--- config.mk ---
export PLATFORM = sky130hd
export DESIGN_NAME = cldp_regs
export DESIGN_NICKNAME = d
export VERILOG_FILES = /design/src/cldp_pkg.sv /design/src/cldp_regs.sv
export SDC_FILE = /design/constraint.sdc
export NUM_CORES = 1
export LEC_CHECK = 0
export BUFFER_PORTS_ARGS = -buffer_cell sky130_fd_sc_hd__buf_2
export CORE_MARGIN = 10
export CORE_UTILIZATION = 51
export DETAILED_ROUTE_END_ITERATION = 10
export PLACE_DENSITY = 0.75
export SLEW_MARGIN = 20
export SYNTH_ARGS = -nofsm -noshare
export SYNTH_HDL_FRONTEND = slang
export SYNTH_SLANG_ARGS = --single-unit
--- constraint.sdc ---
create_clock -name ref_clk -period 2.7 [get_ports ref_clk]
set_input_delay 0.54 -clock ref_clk [delete_from_list [all_inputs] [get_ports ref_clk]]
set_output_delay 0.54 -clock ref_clk [all_outputs]
set_load 0.05 [all_outputs]
--- src/cldp_pkg.sv ---
// shared constants and types for the decel / loop / power config bank
`default_nettype none
package cldp_pkg;
	// register indices, byte address is four times the index
	localparam logic [7:0] IDX_DECEL   = 8'h8C;
	localparam logic [7:0] IDX_LOOP    = 8'h8E;
	localparam logic [7:0] IDX_POWER   = 8'h90;
	localparam logic [7:0] IDX_STATUS  = 8'h92;
	localparam logic [9:0] ADDR_DECEL  = {IDX_DECEL, 2'b00};
	localparam logic [9:0] ADDR_LOOP   = {IDX_LOOP, 2'b00};
	localparam logic [9:0] ADDR_POWER  = {IDX_POWER, 2'b00};
	localparam logic [9:0] ADDR_STATUS = {IDX_STATUS, 2'b00};
	localparam logic [31:0] RESET_WORD = 32'h0000_0000;
	localparam int N_CFG = 3;
	// field positions, decel word
	localparam int PARITY_BIT  = 31;
	localparam int DC_BLANK    = 19;
	localparam int DC_WIN_LSB  = 16;
	localparam int DC_THR_LSB  = 13;
	localparam int DC_LOW_LSB  = 9;
	localparam int DC_RAMP     = 8;
	localparam int DC_EN       = 7;
	localparam int DC_UPP_LSB  = 3;
	localparam int DC_EXIT_LSB = 0;
	// field positions, loop word
	localparam int LP_KP_LSB   = 20;
	localparam int LP_KI_LSB   = 8;
	localparam int LP_MAX_LSB  = 5;
	localparam int LP_MIN_LSB  = 2;
	localparam int LP_MODE_LSB = 0;
	// field positions, power word
	localparam int PW_SPD_LSB  = 15;
	localparam int PW_DT       = 14;
	localparam int PW_PWR_LSB  = 4;
	localparam int PW_HYS_LSB  = 2;
	localparam int PW_MODE_LSB = 0;
	// scale of a current code, millivolts per step
	localparam logic [10:0] MV_PER_CODE = 11'h064;
	// status bit positions
	localparam int ST_LOW_RSV  = 0;
	localparam int ST_UPP_RSV  = 1;
	localparam int ST_LOOP_RSV = 2;
	localparam int ST_PWR_RSV  = 3;

	typedef enum logic [1:0] {LOOP_OFF, LOOP_SPEED, LOOP_POWER} cldp_loop_e;
	typedef enum logic [1:0] {PWR_OFF, PWR_CLOSED, PWR_LIMIT} cldp_pwr_e;

	// decoded deceleration settings, percentages in tenths
	typedef struct packed {
		logic        blank_en;
		logic [7:0]  duty_window_pm;
		logic [9:0]  duty_threshold_pm;
		logic [10:0] lower_limit_mv;
		logic        ramp_en;
		logic        enable;
		logic [10:0] upper_limit_mv;
		logic [5:0]  exit_delta_pm;
	} cldp_decel_s;

	// decoded speed / power loop settings
	typedef struct packed {
		logic [9:0]  prop_gain;
		logic [11:0] integ_gain;
		logic [9:0]  out_upper_pm;
		logic [7:0]  out_lower_pm;
		cldp_loop_e  mode;
	} cldp_loop_s;

	// decoded input power regulation settings
	typedef struct packed {
		logic [15:0] max_speed;
		logic        dt_comp_en;
		logic [9:0]  max_power;
		logic [6:0]  hyst_pm;
		cldp_pwr_e   mode;
	} cldp_power_s;
endpackage : cldp_pkg
`default_nettype wire

--- src/cldp_regs.sv ---
// apb register bank for fast decel, speed/power loop and power regulation
//
// Functional notes
// - blanking enable bit during fast deceleration
// - duty window codes map 0 to 25 percent
// - duty threshold codes map 100 to 65 percent
// - lower current limit 0.1 V/code, 0 reserved
// - dynamic current limit reduction enable bit
// - fast deceleration enable bit
// - upper current limit 0.1 V/code, 0 reserved
// - exit speed delta codes 0.5 to 5 percent
// - proportional gain is field over 10000
// - integral gain is field over 1000000
// - loop upper saturation 100 to 65 percent
// - loop lower saturation 0 to 25 percent
// - loop mode off, speed, power, reserved
// - maximum speed is field over 16 Hz
// - dead-time compensation enable bit
// - maximum power is field over 4 W
// - power hysteresis 5 to 12.5 percent
// - power mode off, closed loop, limit, reserved
`default_nettype none
module cldp_regs
	import cldp_pkg::*;
(
	input  wire logic               ref_clk,
	input  wire logic               rst,
	input  wire logic               psel,
	input  wire logic               penable,
	input  wire logic               pwrite,
	input  wire logic [11:0]        paddr,
	input  wire logic [31:0]        pwdata,
	input  wire logic [3:0]         pstrb,
	output logic      [31:0]        prdata,
	output logic                    pready,
	output logic                    pslverr,
	output cldp_pkg::cldp_decel_s   decel_cfg,
	output cldp_pkg::cldp_loop_s    loop_cfg,
	output cldp_pkg::cldp_power_s   power_cfg,
	output logic      [3:0]         code_fault
);
	import cldp_pkg::*;

	////////////////////////////////////////////////////////////////////
	// state of the whole bank in one record
	typedef struct packed {
		logic [N_CFG-1:0][31:0] word;      // stored config words
		logic [31:0]            rdata;     // read data for access phase
		logic                   ready;     // answer strobe
		logic                   err;       // refused access answer
		cldp_decel_s            decel;     // decoded decel settings
		cldp_loop_s             loop;      // decoded loop settings
		cldp_power_s            power;     // decoded power settings
		logic [3:0]             fault;     // reserved code seen
	} cldp_state_s;

	cldp_state_s st_q;                     // registered state
	cldp_state_s st_d;                     // next state

	////////////////////////////////////////////////////////////////////
	// decoders shared by more than one field, plus the address to slot decode

	// low duty / saturation table in tenths of a percent
	function automatic logic [7:0] low_pct(input logic [2:0] code);
		case (code)
			3'h0:    low_pct = 8'h00;
			3'h1:    low_pct = 8'h19;
			3'h2:    low_pct = 8'h32;
			3'h3:    low_pct = 8'h4B;
			3'h4:    low_pct = 8'h64;
			3'h5:    low_pct = 8'h96;
			3'h6:    low_pct = 8'hC8;
			default: low_pct = 8'hFA;
		endcase
	endfunction : low_pct

	// high duty / saturation table, 100 % less 5 % per step
	function automatic logic [9:0] high_pct(input logic [2:0] code);
		high_pct = 10'h3E8 - ({7'h00, code} * 10'h032);
	endfunction : high_pct

	// current code to millivolts; code 0 is reserved and reads as 0
	function automatic logic [10:0] code_mv(input logic [3:0] code);
		code_mv = {7'h00, code} * MV_PER_CODE;
	endfunction : code_mv

	// address to config slot, N_CFG when not a config word
	function automatic logic [1:0] slot_of(input logic [11:0] a);
		case (a[11:2])
			{2'b00, IDX_DECEL}: slot_of = 2'd0;
			{2'b00, IDX_LOOP}:  slot_of = 2'd1;
			{2'b00, IDX_POWER}: slot_of = 2'd2;
			default:         slot_of = 2'd3;
		endcase
	endfunction : slot_of

	////////////////////////////////////////////////////////////////////
	// bus decode

	logic       setup_ph;                  // first cycle of a transfer
	logic       wr_acc;                    // write accepted this edge
	logic [1:0] slot;                      // addressed config word
	logic       is_status;                 // status word addressed
	logic       addr_ok;                   // any mapped word

	always_comb begin
		setup_ph  = psel && !penable;
		wr_acc    = psel && penable && st_q.ready && pwrite && !st_q.err;
		slot      = slot_of(paddr);
		is_status = (paddr[11:2] == {2'b00, IDX_STATUS}) && (paddr[1:0] == 2'b00);
		// unaligned byte addresses are refused like unmapped ones
		addr_ok   = ((slot != 2'd3) && (paddr[1:0] == 2'b00)) || is_status;
	end

	////////////////////////////////////////////////////////////////////
	// next state: bus answer, storage, then decode of stored words
	always_comb begin
		st_d = st_q;
		// ready is raised for exactly the first access cycle, no waits
		st_d.ready = setup_ph;
		st_d.err   = 1'b0;
		st_d.rdata = 32'h0000_0000;
		if (setup_ph) begin
			// writes to the read-only status word are refused too
			st_d.err = !addr_ok || (is_status && pwrite);
			if (!pwrite && addr_ok) begin
				if (is_status)
					st_d.rdata = {28'h000_0000, st_q.fault};
				else
					st_d.rdata = st_q.word[slot];
			end
		end
		// byte lanes land only in the accepted cycle; all bits stored
		if (wr_acc && (slot != 2'd3)) begin
			for (int b = 0; b < 4; b++) begin
				if (pstrb[b])
					st_d.word[slot][8*b +: 8] = pwdata[8*b +: 8];
			end
		end

		// deceleration word
		st_d.decel.blank_en          = st_q.word[0][DC_BLANK];
		st_d.decel.duty_window_pm    = low_pct(st_q.word[0][DC_WIN_LSB +: 3]);
		st_d.decel.duty_threshold_pm = high_pct(st_q.word[0][DC_THR_LSB +: 3]);
		st_d.decel.lower_limit_mv    = code_mv(st_q.word[0][DC_LOW_LSB +: 4]);
		st_d.decel.ramp_en           = st_q.word[0][DC_RAMP];
		st_d.decel.enable            = st_q.word[0][DC_EN];
		st_d.decel.upper_limit_mv    = code_mv(st_q.word[0][DC_UPP_LSB +: 4]);
		// exit delta: half-percent steps, then whole percents at the top
		case (st_q.word[0][DC_EXIT_LSB +: 3])
			3'h6:    st_d.decel.exit_delta_pm = 6'h28;
			3'h7:    st_d.decel.exit_delta_pm = 6'h32;
			default: st_d.decel.exit_delta_pm =
				6'({3'h0, st_q.word[0][DC_EXIT_LSB +: 3]} * 6'h05 + 6'h05);
		endcase

		// loop word; gains leave as raw fields, scale sits in the consumer
		st_d.loop.prop_gain    = st_q.word[1][LP_KP_LSB +: 10];
		st_d.loop.integ_gain   = st_q.word[1][LP_KI_LSB +: 12];
		st_d.loop.out_upper_pm = high_pct(st_q.word[1][LP_MAX_LSB +: 3]);
		st_d.loop.out_lower_pm = low_pct(st_q.word[1][LP_MIN_LSB +: 3]);
		// reserved mode falls back to off so a bad write stops the loop
		case (st_q.word[1][LP_MODE_LSB +: 2])
			2'h1:    st_d.loop.mode = LOOP_SPEED;
			2'h2:    st_d.loop.mode = LOOP_POWER;
			default: st_d.loop.mode = LOOP_OFF;
		endcase

		// power word; speed and power are raw fixed-point fields
		st_d.power.max_speed  = st_q.word[2][PW_SPD_LSB +: 16];
		st_d.power.dt_comp_en = st_q.word[2][PW_DT];
		st_d.power.max_power  = st_q.word[2][PW_PWR_LSB +: 10];
		st_d.power.hyst_pm    =
			7'({5'h00, st_q.word[2][PW_HYS_LSB +: 2]} * 7'h19 + 7'h32);
		case (st_q.word[2][PW_MODE_LSB +: 2])
			2'h1:    st_d.power.mode = PWR_CLOSED;
			2'h2:    st_d.power.mode = PWR_LIMIT;
			default: st_d.power.mode = PWR_OFF;
		endcase

		// reserved codes are flagged, not trapped; software owns them
		st_d.fault[ST_LOW_RSV]  = (st_q.word[0][DC_LOW_LSB +: 4] == 4'h0);
		st_d.fault[ST_UPP_RSV]  = (st_q.word[0][DC_UPP_LSB +: 4] == 4'h0);
		st_d.fault[ST_LOOP_RSV] = (st_q.word[1][LP_MODE_LSB +: 2] == 2'h3);
		st_d.fault[ST_PWR_RSV]  = (st_q.word[2][PW_MODE_LSB +: 2] == 2'h3);
	end

	////////////////////////////////////////////////////////////////////
	// one register stage for everything, synchronous reset
	always_ff @(posedge ref_clk) begin
		if (rst) begin
			st_q <= '0;
			for (int i = 0; i < N_CFG; i++)
				st_q.word[i] <= RESET_WORD;
			// decoded reset values of the all-zero words
			st_q.decel.duty_threshold_pm <= 10'h3E8;
			st_q.decel.exit_delta_pm     <= 6'h05;
			st_q.loop.out_upper_pm       <= 10'h3E8;
			st_q.power.hyst_pm           <= 7'h32;
			st_q.fault                   <= 4'h3;
		end else begin
			st_q <= st_d;
		end
	end

	////////////////////////////////////////////////////////////////////
	// outputs straight from the state register
	assign prdata     = st_q.rdata;
	assign pready     = st_q.ready;
	assign pslverr    = st_q.err;
	assign decel_cfg  = st_q.decel;
	assign loop_cfg   = st_q.loop;
	assign power_cfg  = st_q.power;
	assign code_fault = st_q.fault;

	logic wr_dec;                          // full-lane write to decel word
	logic wr_loop;                         // full-lane write to loop word
	logic wr_pwr;                          // full-lane write to power word
	always_comb begin
		wr_dec  = wr_acc && (slot == 2'd0) && (pstrb == 4'hF);
		wr_loop = wr_acc && (slot == 2'd1) && (pstrb == 4'hF);
		wr_pwr  = wr_acc && (slot == 2'd2) && (pstrb == 4'hF);
	end
endmodule : cldp_regs
`default_nettype wire

==> flow_summary.json, run 1 <==
{
  "status": "completed",
  "yosysSeqAreaShare_pct": 46.8,
  "drive_gt1_share_pct": 25.2,
  "layout.nets": 1288,
  "power.density_mw_per_mm2": 624,
  "cts_buffer_depth": 3,
  "setup_slack_ns": 0.533,
  "ys_ff_latch": 254,
  "synth_flop_cell": "dfxtp_1",
  "p_leak_nw": 5.98,
  "port-buffer-count": 211,
  "clk_pin_slew_ns": 0.06,
  "dp_hpwl_mm": 17.8,
  "whs_ns": 0.320,
  "endpoint_kind": "flip-flop",
  "synth_cells": 1126,
  "fin_worst_skew_ns": 0.0180,
  "synth.distinct_cells": 50,
  "post-route-min-period_ns": 2.17,
  "insertion_delay_ns": 0.53,
  "regArea_mm2": 0.00508,
  "cts_hold_buffers": 0,
  "crit_arrival_ns": 2.63,
  "grt_overflow_total": 0,
  "multi_input_area_mm2": 0.00403,
  "period_share_pct": 80.3,
  "cts_setup_buffers": 0,
  "critPathMaxFanout": 5,
  "numClockSinks": 254,
  "die-area_mm2": 0.0275,
  "crit_buf_inv": 2,
  "async_flop_share_pct": 0,
  "fin_setup_tns_ns": 0,
  "grt_use_total_pct": 16.9,
  "die_x_um": 166,
  "hold_path.class": "in -> reg",
  "drtAntennaViolNets": 0,
  "crit_type": "reg -> reg",
  "crit_slowest_cell": "or4_1",
  "syn_avg_cell_area_um2": 9.65,
  "fmax_mhz": 461,
  "yosys.area.top_type": "dfxtp_1",
  "grt_setup_unrepaired": "no",
  "dr.pass1.iters": 5,
  "pre_cts_slack_ns": 0.185,
  "grt_max_degree": 72,
  "yosysTopAreaCellShare_pct": 46.8,
  "tritoncts": "yes",
  "core_area_mm2": 0.0210,
  "numCtsBuffers": 26,
  "antenna_found_initial": 6,
  "netlist_top_cells_area": "dfxtp_1, buf_4, mux2i_1, ha_1, nand2_1",
  "slew_headroom_pct": 61.6,
  "synth_most_common_cell": "dfxtp_1",
  "grt_pass1_wl_mm": 38.7,
  "startpoint_type": "flip-flop",
  "ir_drop_mv": 0.547,
  "wl_per_cell_um": 16.5,
  "worst_pin_slew_ns": 0.571,
  "hold_violations": 0,
  "netlist_area_mm2": 0.0109,
  "initialDrtViolationCount": 323,
  "drc": 0,
  "routed_wl_mm": 24.4,
  "gp_congestion": 0.830,
  "cp_top_family": "adder cells",
  "die_h_um": 166,
  "cp_cell_sequence": "inv_1 > ha_1 > inv_1 > ha_1 > ha_1 > nand2_1 > or4_1 > nand3_1",
  "synth_edf_count": 0,
  "cts-root-buf": "clkbuf_16",
  "ys_top_cells_by_count": "dfxtp_1, buf_4, nand2_1",
  "cap_violations": 0,
  "required_ns": 3.17,
  "io_pins": 218,
  "start_util_pct": 51.7,
  "maxSlewViolCount": 0,
  "cpMostUsedCell": "ha_1",
  "slowest_delay_ns": 0.50,
  "first_global_vias": 7331,
  "n_fill_cell": 1849,
  "cts-resized-gates": 0,
  "viasPerCell": 4.79,
  "cts_htree_levels": 1,
  "setup_viol": 0,
  "synthToLayoutAreaGrowth_pct": 9.72,
  "route.vias.total": 7098,
  "yosysWarnings": 0,
  "rows": 53
}
tightest hold or removal path, delay by kind of cell:
family,cells,cell delay (ns)
multiplexers,1,0.07
AND/OR/NAND/NOR,1,0.09
buffers and inverters,1,0.10
power by group:
group	internal [W]	switching, W
registers	0.00375	0.000000513
logic	0.0000599	0.000143
clock network	0.00205	0.00144
total	0.00586	0.00158
state kept, by name, indices dropped and copies added, names as in the netlist:
signal      cells
power_cfg      35
pready          1
code_fault      4
prdata         32
st_q           44
pslverr         1
decel_cfg      44
loop_cfg       41
st_d           52
worst paths after layout:
kind | startpoint | to | slack, ns | cells after the start
setup reg to reg | st_q[179] | decel_cfg[38] | 0.53 | 8
hold / removal | pwdata[14] | st_d[23] | 0.32 | 3
hold reg to reg | st_d[100] | decel_cfg[18] | 0.44 | 2
setup / recovery | st_q[179] | decel_cfg[38] | 0.53 | 8
cell families (layout without fill, tap and decap cells):
logic type | after synthesis | count (layout) | share of synthesized area, %
AND/OR/NAND/NOR | 294 | 294 | 12.2
adder cells (fa/ha/maj) | 54 | 54 | 6.36
multiplexers | 126 | 126 | 11.8
other | 1 | 12 | 0.0345
XOR/XNOR | 15 | 15 | 1.21
buffers and inverters | 302 | 372 | 16.5
AO/OA/AOI/OAI | 80 | 80 | 5.12
flip-flops | 254 | 254 | 46.8
metrics by stage:
stage / power, W / utilization [%] / instance area, um^2 / instances
finish: 0.00744 / 56.7 / 11900 / 1482
global route: 0.00766 / 56.7 / 11900 / 1479
CTS: 0.00752 / 56.6 / 11900 / 1476
detailed placement: 0.00403 / 52.6 / 11100 / 1428
global placement: 0.00403 / 52.6 / 11100 / 1428
floorplan: 0.00396 / - / 10900 / 1131
area by class of cell:
| class | instances | share of cell area [%] |
|---|---|---|
| Clock buffer | 39 | 6.38 |
| Timing Repair Buffer | 233 | 10.6 |
| Sequential cell | 254 | 42.7 |
| Clock inverter | 9 | 0.714 |
| Multi-Input combinational cell | 575 | 33.8 |
| Antenna cell | 6 | 0.126 |
| Inverter | 91 | 2.89 |
| Tap cell | 275 | 2.89 |
cell usage in the layout, fill, tap and decap left out, types with 5 or more instances in the layout:
cell,instances
dfxtp_1,254
clkbuf_1,8
clkbuf_16,27
mux2_2,18
a21oi_1,15
buf_4,19
a22oi_1,28
nand2_1,160
buf_2,211
nor2_1,67
mux2i_1,108
conb_1,6
and3_1,9
nand3_1,5
nor3_1,8
nor2b_1,18
diode_2,6
xnor2_1,12
nor3b_1,5
ha_1,52
inv_1,90
o21ai_0,15
per-layer routing:
layer	GRT usage, %	wire length, um	vias to the layer above
li1	-	-	3585
met1	20.2	10300	3290
met2	28.9	11900	187
met3	4.69	1670	36
met4	5.32	570	0
met5	0	0	-
Note: power is estimated with default switching activity, not from simulation.
==> run 2: changes to the inputs <==
--- a/config.mk
+++ b/config.mk
@@ -5,11 +5,12 @@
 export SDC_FILE = /design/constraint.sdc
 export NUM_CORES = 1
 export LEC_CHECK = 0
+export ABC_AREA = 1
 export BUFFER_PORTS_ARGS = -buffer_cell sky130_fd_sc_hd__buf_2
 export CORE_MARGIN = 10
-export CORE_UTILIZATION = 51
+export CORE_UTILIZATION = 50
 export DETAILED_ROUTE_END_ITERATION = 10
-export PLACE_DENSITY = 0.75
+export PLACE_DENSITY = 0.76
 export SLEW_MARGIN = 20
 export SYNTH_ARGS = -nofsm -noshare
 export SYNTH_HDL_FRONTEND = slang
==> constraint.sdc (replaced) <==
create_clock -name ref_clk -period 1.9 [get_ports ref_clk]
set_input_delay 0.38 -clock ref_clk [delete_from_list [all_inputs] [get_ports ref_clk]]
set_output_delay 0.38 -clock ref_clk [all_outputs]
set_load 0.05 [all_outputs]
==> flow_summary.json, run 2 <==
{
  "crit_arrival_ns": 2.22,
  "cts_htree_levels": 1,
  "dr.pass1.iters": 5,
  "fmax_mhz": 568,
  "viasPerCell": 4.82,
  "grt_use_total_pct": 18.0,
  "start_util_pct": 50.8,
  "power.density_mw_per_mm2": 885,
  "worst_pin_slew_ns": 0.543,
  "clk_pin_slew_ns": 0.06,
  "cts_hold_buffers": 0,
  "die-area_mm2": 0.0285,
  "fin_setup_tns_ns": 0,
  "endpoint_kind": "flip-flop",
  "status": "completed",
  "insertion_delay_ns": 0.52,
  "synthToLayoutAreaGrowth_pct": 11.9,
  "startpoint_type": "flip-flop",
  "drtAntennaViolNets": 0,
  "yosysSeqAreaShare_pct": 45.9,
  "yosys.area.top_type": "dfxtp_1",
  "initialDrtViolationCount": 423,
  "netlist_area_mm2": 0.0111,
  "die_h_um": 169,
  "async_flop_share_pct": 0,
  "drive_gt1_share_pct": 22.1,
  "synth_cells": 1360,
  "final_cell_mix": "dfxtp_1, buf_2, nor2_1",
  "wl_per_cell_um": 15.4,
  "synth.distinct_cells": 37,
  "layout.nets": 1538,
  "cts-root-buf": "clkbuf_16",
  "port-buffer-count": 211,
  "setup_slack_ns": 0.139,
  "cts_buffer_depth": 3,
  "dp_hpwl_mm": 19.2,
  "routed_wl_mm": 26.7,
  "synth_flop_cell": "dfxtp_1",
  "grt_overflow_total": 0,
  "rows": 54,
  "die_x_um": 169,
  "setup_viol": 0,
  "synth_most_common_cell": "dfxtp_1",
  "period_share_pct": 92.7,
  "critPathMaxFanout": 3,
  "synth_edf_count": 0,
  "maxSlewViolCount": 0,
  "gp_congestion": 0.849,
  "crit_type": "reg -> reg",
  "antenna_found_initial": 3,
  "ir_drop_mv": 0.660,
  "p_leak_nw": 6.12,
  "pre_cts_slack_ns": 0.0243,
  "drc": 0,
  "ys_top_cells_by_count": "dfxtp_1, nor2_1, inv_1",
  "n_fill_cell": 1995,
  "numClockSinks": 254,
  "netlist_top_cells_area": "dfxtp_1, buf_4, nor2_1, ha_1, inv_1",
  "whs_ns": 0.0517,
  "syn_avg_cell_area_um2": 8.15,
  "slew_headroom_pct": 63.8,
  "grt_pass1_wl_mm": 42.5,
  "fin_worst_skew_ns": 0.0103,
  "first_global_vias": 8491,
  "largest_register_ffs": 52,
  "final_common_cell": "dfxtp_1",
  "multi_input_area_mm2": 0.00392,
  "grt_max_degree": 78,
  "hold_violations": 0,
  "tritoncts": "yes",
  "cap_violations": 0,
  "post-route-min-period_ns": 1.76,
  "required_ns": 2.35,
  "io_pins": 218,
  "numCtsBuffers": 27,
  "grt_setup_unrepaired": "no",
  "ys_ff_latch": 254,
  "yosysWarnings": 0,
  "regArea_mm2": 0.00508,
  "yosysTopAreaCellShare_pct": 45.9,
  "hold_path.class": "in -> reg",
  "core_area_mm2": 0.0218,
  "route.vias.total": 8350
}
## run 2: cell type report
cell class | instances | share of cell area [%]
Clock inverter | 8 | 1.19
Timing Repair Buffer | 253 | 11.8
Inverter | 174 | 5.29
Multi-Input combinational cell | 721 | 31.6
Clock buffer | 39 | 6.22
Sequential cell | 254 | 41.0
Antenna cell | 2 | 0.0404
Tap cell | 280 | 2.83
## run 2: per-stage QoR
stage	util (%)	power [W]	area [um^2]	std cells
6_report	56.8	0.0110	12400	1731
3_3_place_gp	52.5	0.00571	11500	1682
5_1_grt	56.8	0.0113	12400	1730
4_1_cts	56.7	0.0111	12400	1729
3_5_place_dp	52.5	0.00571	11500	1682
2_1_floorplan	-	0.00559	11100	1365
## run 2: path summary, 6_finish.rpt
path	start	end	slack (ns)	cells after the start
min	penable	pready	0.05	2
max	st_q[168]	decel_cfg[16]	0.14	7
min reg2reg	st_d[27]	power_cfg[23]	0.44	2
max reg2reg	st_q[168]	decel_cfg[16]	0.14	7
## run 2: kinds of logic after synthesis
kind of cell             synth area share (%)
flip-flops                               45.9
AND/OR/NAND/NOR                          16.8
XOR/XNOR                                0.237
buffers and inverters                    19.1
other                                  0.0339
adder cells (fa/ha/maj)                  6.23
AO/OA/AOI/OAI                            11.7
## run 2: critical path, cell delays in order, from the launching register on
cell and delay [ns]:
dfxtp_1 0.33, inv_1 0.08, ha_1 0.31, ha_1 0.23, fa_2 0.38, a21oi_2 0.14
o21ai_0 0.08, a21oi_1 0.14
## run 2: power by group
group	internal, W	total (W)	switching (W)
Clock	0.00334	0.00536	0.00202
Sequential	0.00533	0.00533	0.000000773
Combinational	0.0000743	0.000272	0.000197
Total	0.00874	0.0110	0.00222
## run 2: routing by layer
layer  wire [um]  global-route usage, %  up-vias
met4         676                   6.32        2
met1       11100                   21.0     3801
met3        1880                   4.59       47
li1            -                      -     4255
met5           8                      0        -
met2       13000                   31.4      245
## run 2: timing repair
item	4_1_cts	5_1_grt
resized for setup	0	5
setup buffers	0	0
endpoints found under the setup margin	0	3
